==> config.mk <==
export PLATFORM = sky130hd
export DESIGN_NAME = mux_scan_advance_control
export DESIGN_NICKNAME = d
export VERILOG_FILES = /design/src/verilog/edge_pulse_sync.v /design/src/verilog/mux_scan_advance_control.v /design/src/verilog/scan_list_ram.v
export VERILOG_INCLUDE_DIRS = /design/src /design/src/verilog
export SDC_FILE = /design/constraint.sdc
export NUM_CORES = 1
export LEC_CHECK = 0
export BUFFER_PORTS_ARGS = -buffer_cell sky130_fd_sc_hd__buf_2
export CELL_PAD_IN_SITES_DETAIL_PLACEMENT = 0
export CELL_PAD_IN_SITES_GLOBAL_PLACEMENT = 2
export CORE_MARGIN = 5
export CORE_UTILIZATION = 36
export DETAILED_ROUTE_END_ITERATION = 7
export PLACE_DENSITY_LB_ADDON = 0.1
export SETUP_SLACK_MARGIN = 0.3
export SYNTH_ARGS = -nofsm -noshare
export SYNTH_HDL_FRONTEND = slang
export SYNTH_SLANG_ARGS = --single-unit
==> constraint.sdc <==
create_clock -name mclk -period 2.6 [get_ports mclk]
set_input_delay 0.78 -clock mclk [delete_from_list [all_inputs] [get_ports mclk]]
set_output_delay 0.78 -clock mclk [all_outputs]
set_load 0.02 [all_outputs]
==> src/verilog/mux_scan_defines.vh <==
// Constants for the scan advance control block
`ifndef MUX_SCAN_DEFINES_VH
`define MUX_SCAN_DEFINES_VH
`define CHAN_COUNT        16
`define CHAN_W            4
`define LIST_DEPTH        16
`define LIST_W            4
`define SRC_BACKPLANE     2'h0
`define SRC_HANDSHAKE     2'h1
`define SRC_IMMEDIATE     2'h2
`define LOGICAL_ADDRESS_SWITCH_DEFAULT     8'h70
`define LOGICAL_ADDRESS_SWITCH_MIN         8'h01
`define IRQ_LINE_MIN      3'h1
`define IRQ_LINE_MAX      3'h7
`define BREAK_NS          40
`define SETTLE_NS         80
`define CLK_NS            8
`define BREAK_CYC         ((`BREAK_NS + `CLK_NS - 1) / `CLK_NS)
`define SETTLE_CYC        ((`SETTLE_NS + `CLK_NS - 1) / `CLK_NS)
`define CLOSED_PULSE_NS   80
`define CLOSED_PULSE_CYC  ((`CLOSED_PULSE_NS + `CLK_NS - 1) / `CLK_NS)
`define CNT_W             4
`endif

==> src/verilog/edge_pulse_sync.v <==
// Two-flop synchroniser with falling-edge pulse detect
`timescale 1ns/1ps
module edge_pulse_sync (
    input  wire mclk,
    input  wire rst_n,
    input  wire pinIn,
    output reg  fallPulse
);
    reg stage1_r;
    reg stage2_r;
    reg stage3_r;

    always @(posedge mclk) begin
        if (!rst_n) begin
            stage1_r  <= 1'b1;
            stage2_r  <= 1'b1;
            stage3_r  <= 1'b1;
            fallPulse <= 1'b0;
        end else begin
            stage1_r  <= pinIn;
            stage2_r  <= stage1_r;
            stage3_r  <= stage2_r;
            fallPulse <= stage3_r & ~stage2_r;
        end
    end
endmodule // edge_pulse_sync

==> src/verilog/mux_scan_advance_control.v <==
// Scan sequencing and channel closure control for a 16-channel mux card
//
// Contract
// - Digital-bus stepping uses exactly two handshake lines, one each way.
// - Advance line is an input starting a step; closed line reports completion.
// - Triggers come from backplane commands/event input or the handshake input; the code also has an immediate source that triggers every cycle.
// - In scanning-voltmeter mode only handshake advances step the channel.
// - Pass count is ignored when the list is downloaded locally.
// - Continuous scanning wraps from last entry back to first without stopping.
// - Handshake trigger source steps channels only on advance inputs.
// - Reaching the end of a downloaded list raises a backplane interrupt.
// - Interrupt drives the one selected line, valid selections 1 to 7.
// - Logical address from a switch, valid 1 to 255, default 112.
// - Closure query answers 1 for closed, 0 for open.
// - Break before make; at most one closed channel except four-wire mode.
// - Start closes first list channel; later triggers advance the list.
// - Handshake lines are open-collector TTL pulses driven by their owner.
`timescale 1ns/1ps
`include "mux_scan_defines.vh"
module mux_scan_advance_control (
    input  wire                 mclk,
    input  wire                 rst_n,
    input  wire [1:0]           trigger_source_select,
    input  wire                 voltmeterMode,
    input  wire                 fourWireMode,
    input  wire                 continuous_scan_enable,
    input  wire [7:0]           scan_pass_count,
    input  wire                 listDownloaded,
    input  wire                 listWrEn,
    input  wire [`LIST_W-1:0]   listWrIdx,
    input  wire [`CHAN_W-1:0]   listWrChan,
    input  wire [`LIST_W-1:0]   listLastIdx,
    input  wire                 scanStart,
    input  wire                 scanAbort,
    input  wire                 hostTrigger,
    input  wire                 eventInTrigger,
    input  wire                 directClose,
    input  wire                 directOpenAll,
    input  wire [`CHAN_W-1:0]   directChan,
    input  wire [`CHAN_W-1:0]   queryChan,
    output wire                 closure_state_query,
    input  wire                 advanceIn,
    output wire                 closedOut,
    output wire                 closedOe,
    input  wire [2:0]           irqLineSelect,
    input  wire                 irqAck,
    output wire [7:1]           irqOut,
    output wire [7:1]           irqOe,
    input  wire [7:0]           logical_address_switch,
    output reg  [7:0]           logicalAddress,
    output wire                 addressValid,
    output reg  [`CHAN_COUNT-1:0] chanClosed,
    output reg                  scanBusy,
    output reg  [`LIST_W-1:0]   scanPos
);
    ////////////////////////////////////////////////////////////////////////
    // Functions
    function [`CHAN_COUNT-1:0] chanMask;
        input [`CHAN_W-1:0] ch;
        begin
            chanMask = {{(`CHAN_COUNT-1){1'b0}}, 1'b1} << ch;
        end
    endfunction

    function [`LIST_W-1:0] nextPos;
        input [`LIST_W-1:0] pos;
        begin
            nextPos = pos + {{(`LIST_W-1){1'b0}}, 1'b1};
        end
    endfunction

    localparam [1:0] ST_IDLE   = 2'h0;
    localparam [1:0] ST_BREAK  = 2'h1;
    localparam [1:0] ST_SETTLE = 2'h2;
    localparam [1:0] ST_PULSE  = 2'h3;
    // Counter end points
    localparam [31:0] BREAK_W  = `BREAK_CYC;
    localparam [31:0] SETTLE_W = `SETTLE_CYC;
    localparam [31:0] PULSE_W  = `CLOSED_PULSE_CYC;

    localparam [`CNT_W-1:0] BREAK_N  = BREAK_W[`CNT_W-1:0];
    localparam [`CNT_W-1:0] SETTLE_N = SETTLE_W[`CNT_W-1:0];
    localparam [`CNT_W-1:0] PULSE_N  = PULSE_W[`CNT_W-1:0];

    reg [1:0]             state_r;
    reg [1:0]             state_nxt;
    reg [`CNT_W-1:0]      cnt_r;
    reg [`CHAN_W-1:0]     target_r;
    reg                   targetHold_r;
    reg                   fromScan_r;
    reg                   closedDrv_r;
    reg                   irqPend_r;
    reg [2:0]             irqLine_r;
    reg [7:0]             passLeft_r;
    wire                  advPulse;
    wire [`CHAN_W-1:0]    listChan;
    wire                  srcTrig;
    wire                  atLast;
    reg [`LIST_W-1:0]     rdIdx;

    ////////////////////////////////////////////////////////////////////////
    // Handshake input and list storage
    // one line each way
    edge_pulse_sync advSync (
        .mclk      (mclk),
        .rst_n     (rst_n),
        .pinIn     (advanceIn),
        .fallPulse (advPulse)
    );

    scan_list_ram listRam (
        .mclk   (mclk),
        .wrEn   (listWrEn),
        .wrIdx  (listWrIdx),
        .wrData (listWrChan),
        .rdIdx  (rdIdx),
        .rdData (listChan)
    );

    ////////////////////////////////////////////////////////////////////////
    // Trigger selection
    // voltmeter uses handshake only
    assign srcTrig = voltmeterMode ? advPulse :
        (trigger_source_select == `SRC_HANDSHAKE) ? advPulse :
        (trigger_source_select == `SRC_BACKPLANE) ?
            (hostTrigger | eventInTrigger) :
        (trigger_source_select == `SRC_IMMEDIATE);
    assign atLast = (scanPos == listLastIdx);

    // Look-ahead list read
    always @* begin
        rdIdx = scanPos;
        if (!scanBusy || scanStart) begin
            rdIdx = {`LIST_W{1'b0}};
        end else if (!atLast) begin
            rdIdx = nextPos(scanPos);
        end else begin
            rdIdx = {`LIST_W{1'b0}};
        end
    end

    ////////////////////////////////////////////////////////////////////////
    // Step sequencer
    always @* begin
        state_nxt = state_r;
        case (state_r)
            ST_IDLE: begin
                if (scanStart || directClose ||
                    (scanBusy && srcTrig)) begin
                    state_nxt = ST_BREAK;
                end
            end
            ST_BREAK: begin
                if (cnt_r == BREAK_N) begin
                    state_nxt = ST_SETTLE;
                end
            end
            ST_SETTLE: begin
                if (cnt_r == SETTLE_N) begin
                    state_nxt = fromScan_r ? ST_PULSE : ST_IDLE;
                end
            end
            ST_PULSE: begin
                if (cnt_r == PULSE_N) begin
                    state_nxt = ST_IDLE;
                end
            end
            default: state_nxt = ST_IDLE;
        endcase
    end

    always @(posedge mclk) begin
        if (!rst_n) begin
            state_r      <= ST_IDLE;
            cnt_r        <= {`CNT_W{1'b0}};
            target_r     <= {`CHAN_W{1'b0}};
            targetHold_r <= 1'b0;
            fromScan_r   <= 1'b0;
            closedDrv_r  <= 1'b0;
            chanClosed   <= {`CHAN_COUNT{1'b0}};
            scanBusy     <= 1'b0;
            scanPos      <= {`LIST_W{1'b0}};
            passLeft_r   <= 8'h00;
        end else begin
            state_r <= state_nxt;
            cnt_r   <= (state_nxt != state_r) ? {`CNT_W{1'b0}} :
                       cnt_r + {{(`CNT_W-1){1'b0}}, 1'b1};
            closedDrv_r <= (state_nxt == ST_PULSE);
            if (scanAbort || directOpenAll) begin
                scanBusy   <= 1'b0;
                chanClosed <= {`CHAN_COUNT{1'b0}};
            end
            if (state_r == ST_IDLE && state_nxt == ST_BREAK) begin
                targetHold_r <= fourWireMode;
                if (scanStart) begin
                    scanBusy   <= 1'b1;
                    scanPos    <= {`LIST_W{1'b0}};
                    target_r   <= listChan;
                    fromScan_r <= 1'b1;
                    passLeft_r <= listDownloaded ? 8'h00 :
                                  scan_pass_count;
                end else if (directClose) begin
                    target_r   <= directChan;
                    fromScan_r <= 1'b0;
                end else begin
                    target_r   <= listChan;
                    fromScan_r <= 1'b1;
                    if (!atLast) begin
                        scanPos <= nextPos(scanPos);
                    end else begin
                        scanPos <= {`LIST_W{1'b0}};
                        if (!continuous_scan_enable && listDownloaded) begin
                            scanBusy <= 1'b0;
                        end else if (!continuous_scan_enable) begin
                            if (passLeft_r <= 8'h01) begin
                                scanBusy <= 1'b0;
                            end
                            passLeft_r <= passLeft_r - 8'h01;
                        end
                    end
                end
            end
            if (state_r == ST_BREAK && cnt_r == {`CNT_W{1'b0}} &&
                !targetHold_r) begin
                chanClosed <= {`CHAN_COUNT{1'b0}};
            end
            if (state_r == ST_BREAK && state_nxt == ST_SETTLE) begin
                chanClosed <= (targetHold_r ? chanClosed :
                              {`CHAN_COUNT{1'b0}}) | chanMask(target_r);
            end
        end
    end

    ////////////////////////////////////////////////////////////////////////
    // Handshake output, open collector
    // closed reports completion
    assign closedOut = 1'b0;
    assign closedOe  = closedDrv_r;

    ////////////////////////////////////////////////////////////////////////
    // Query and address
    // closure query
    assign closure_state_query = chanClosed[queryChan];

    always @(posedge mclk) begin
        if (!rst_n) begin
            logicalAddress <= `LOGICAL_ADDRESS_SWITCH_DEFAULT;
        end else begin
            logicalAddress <= logical_address_switch;
        end
    end
    assign addressValid = (logicalAddress >= `LOGICAL_ADDRESS_SWITCH_MIN);

    ////////////////////////////////////////////////////////////////////////
    // Interrupt request
    always @(posedge mclk) begin
        if (!rst_n) begin
            irqPend_r <= 1'b0;
            irqLine_r <= `IRQ_LINE_MAX;
        end else begin
            if ((irqLineSelect >= `IRQ_LINE_MIN) &&
                (irqLineSelect <= `IRQ_LINE_MAX)) begin
                irqLine_r <= irqLineSelect;
            end
            if (listDownloaded && scanBusy && atLast &&
                state_r == ST_IDLE && state_nxt == ST_BREAK &&
                !scanStart && !directClose) begin
                irqPend_r <= 1'b1;
            end else if (irqAck) begin
                irqPend_r <= 1'b0;
            end
        end
    end

    genvar g;
    generate
        for (g = 1; g <= 7; g = g + 1) begin : irqDrv
            assign irqOut[g] = 1'b0;
            assign irqOe[g]  = irqPend_r && (irqLine_r == g);
        end
    endgenerate
endmodule // mux_scan_advance_control

==> src/verilog/scan_list_ram.v <==
// Flip-flop storage for the downloaded scan list
`timescale 1ns/1ps
`include "mux_scan_defines.vh"
module scan_list_ram (
    input  wire                 mclk,
    input  wire                 wrEn,
    input  wire [`LIST_W-1:0]   wrIdx,
    input  wire [`CHAN_W-1:0]   wrData,
    input  wire [`LIST_W-1:0]   rdIdx,
    output wire [`CHAN_W-1:0]   rdData
);
    reg [`CHAN_W-1:0] mem [0:`LIST_DEPTH-1];

    always @(posedge mclk) begin
        if (wrEn) begin
            mem[wrIdx] <= wrData;
        end
    end

    assign rdData = mem[rdIdx];
endmodule // scan_list_ram
==> impl_metrics.yaml <==
outcome:
  status: "complete, but fails checks"
  violations: "setup timing"
die:
  num_rows: 45
  dieArea_um2: 18110
  ios: 103
  fp.coreArea_um2: 15200
  die_x_um: 134.6
  start_util_pct: 36.74
  dieHeight_um: 134.6
setup_path:
  crit_top_cell: "mux4_2"
  worstPathArrival_ps: 1980
  crit_fanout: 4
  r2r_end: "target_r[0]"
  cpPeakStageDelay_ps: 490
  reg2reg_slack_ps: 500
  r2r-start: "scanPos[0]"
  critical_path_class: "primary input to output pin"
  cp_cell_sequence: "buf_12 -> mux4_2 -> mux4_2 -> buf_6"
  crit_required_ps: 1820
  ff2ff_path_depth: 6
  cpMaxStageDelayCell: "mux4_2"
  startpoint_type: "primary input"
  end_kind: "output pin"
min_path:
  holdPathStages: 1
  min_path_type: "flop to flop"
  min_to: "advSync.stage2_r"
  worstHoldStart: "advSync.stage1_r"
yosys:
  syn_area_um2: 5585
  synth_top_flop_cell: "edfxtp_1"
  ys_seq_elements: 122
  avgSynthCellArea_um2: 11.02
  ys_seq_area_share_pct: 55.20
  synth_area_leaders: "edfxtp_1, dfxtp_1, mux2i_1"
  yosys.area.top_type: "edfxtp_1"
  yosysTopAreaCellShare_pct: 34.41
  ys_warn_count: 0
  synth_edf_count: 64
  synthCells: 507
  synth.distinct_cells: 61
  synthArstFlopShare_pct: 0
clock_tree:
  h-tree-depth: 4
  postCtsSetupBuffers: 0
  clk_pin_slew_ps: 60
  cts_inserted_buffers: 17
  clock_latency_ps: 410
  tritoncts: "built"
  clock_tree.buffer_depth: 2
  cts_sinks: 122
  cts_hold_buf: 0
  cts_root_buf: "clkbuf_16"
final_layout:
  syn_to_final_growth_pct: 24.60
  final_nets: 682
  antenna_cells: 0
  ff_latch_area_um2: 3083
  fillerInstances: 1473
  multi_input_area_um2: 2338
  layout-drive-gt1-share_pct: 25.63
detailed_routing:
  antenna_left: 0
  drt_pass1_iterations: 5
  drc: 0
  finalWirelength_um: 14140
  drt-wirelength-per-cell_um: 17.24
  viasPerCell: 5.121
  drt-initial-drc-count: 240
  vias: 4199
power:
  p_per_area_nw_per_um2: 696.4
  p_total_uw: 4846
  p_leak_uw: 0.002766
  ir_drop_mv: 0.4634
timing:
  maxSlewViolCount: 0
  period_minus_slack_ps: 2764
  finalHoldViolCount: 0
  finalCritPeriodShare_pct: 106.3
  setup_slack_ps: -164.4
  worst_pin_slew_ps: 645.5
  fin_skew_ps: 7.489
  fmax_ghz: 0.3617
  rsz0062_at_grt: "true"
  finalSetupTns_ps: -164.4
  setup_viol: 1
  slew_headroom_pct: 56.64
grt:
  antenna_found_initial: 0
  track_usage_pct: 16.12
  grt_max_degree: 28
  grt_pass1_wl_um: 22510
  grt-ovfl-total: 0
  grt_pass1_vias: 4256
placed_design:
  port_buffers: 94
  hpwl_um: 10230
  gp_congestion: 0.7743
job:
  drv_cap: 0
-- cell type report --
cell class | instances | share of cell area [%]
clock buffers | 24 | 7.443
clock inverters | 8 | 1.169
inverters | 13 | 0.7012
multi-input cells | 351 | 33.60
flip-flops and latches | 122 | 44.30
well taps | 188 | 3.380
repair buffers | 114 | 9.403
-- kinds of logic (layout without fill, tap and decap cells) --
kind of cell | after synthesis | in the layout | share of synthesized area [%]
buf+inv | 41 | 159 | 3.405
mux | 41 | 41 | 8.557
flops | 122 | 122 | 55.20
xor+xnor | 10 | 10 | 1.568
fa+ha+maj | 7 | 7 | 1.568
simple gates | 183 | 183 | 16.73
compound gates | 102 | 102 | 12.90
other cells | 1 | 8 | 0.06714
-- cell usage after synthesis, drive strengths merged (5+ instances only) --
cell     n
and2     8
o21ai   22
nor4     6
mux2i   32
o221ai   5
nor2b   11
nand2   28
buf     14
nor3    13
mux4     5
edfxtp  64
ha       7
clkbuf  14
nor2    64
a21oi   22
nand3b   9
xor2     7
a22oi   13
nand2b  15
nor3b    7
a31oi    5
nand3    8
dfxtp   58
inv     13
-- per-stage QoR --
step	area (um^2)	setup WS (ps)	util, %	hold WS (ps)	instances
2_1_floorplan	5612	35.27	-	386.3	514
3_3_place_gp	6339	-262.7	41.70	388.9	788
3_5_place_dp	6339	-277.9	41.70	402.6	788
4_1_cts	6954	-177.2	45.74	410.9	820
5_1_grt	6959	-194.8	45.78	420.3	820
6_report	6959	-164.4	45.78	405.9	820
-- state kept, by name, indices dropped and copies added (netlist names) --
signal and flops:
listRam.mem 64, chanClosed 16, logicalAddress 8, passLeft_r 8
cnt_r 4, scanPos 4, target_r 4, irqLine_r 3
state_r 2, advSync.fallPulse 1, advSync.stage1_r 1, advSync.stage2_r 1
advSync.stage3_r 1, closedOe 1, fromScan_r 1, irqPend_r 1
scanBusy 1, targetHold_r 1
-- power by group --
| group | switching, uW | internal [uW] |
|---|---|---|
| sequential | 37.5 | 2080 |
| combinational | 240 | 158 |
| clock | 837 | 1490 |
| total | 1110 | 3730 |
-- worst max path at each step --
| stage | endpoint | start |
|---|---|---|
| global route | closure_state_query | queryChan[0] |
| global placement | closure_state_query | queryChan[0] |
| floorplan | closure_state_query | queryChan[0] |
| detailed placement | closure_state_query | queryChan[0] |
| finish | closure_state_query | queryChan[0] |
| CTS | closure_state_query | queryChan[0] |
-- what timing repair did --
| action | CTS | global route |
|---|---|---|
| resized for setup | 5 | 1 |
| endpoints found under the setup margin | 1 | 1 |
| gates cloned | 0 | 0 |
| pin swaps | 0 | 0 |
-- critical path, delay by kind of cell --
family	cells	cell delay, ps
muxes	2	970
buffers and inverters	2	240
-- placed cells by master, fill, tap and decap left out, types with 9 or more instances in the layout --
master | synthesis | final
nand2b_1 | 15 | 15
inv_1 | 13 | 13
nor2b_1 | 11 | 11
edfxtp_1 | 64 | 64
mux2i_1 | 32 | 32
a21oi_1 | 21 | 21
dfxtp_1 | 58 | 58
nand2_1 | 28 | 28
nand3b_1 | 9 | 9
a22oi_1 | 13 | 13
o21ai_0 | 21 | 21
nor3_1 | 12 | 12
nor2_1 | 63 | 63
buf_4 | 8 | 19
clkbuf_16 | 0 | 19
buf_2 | 5 | 92
-- layer usage --
metal  routed length (um)  vias to the layer above  global-route usage, %
met1                 6367                     2016                  19.89
met5                    0                        -                      0
met2                 7039                       77                  27.07
met3                  527                       13                  4.583
li1                     -                     2093                      -
met4                  206                        0                  5.713
(Power assumes the default switching activity.)
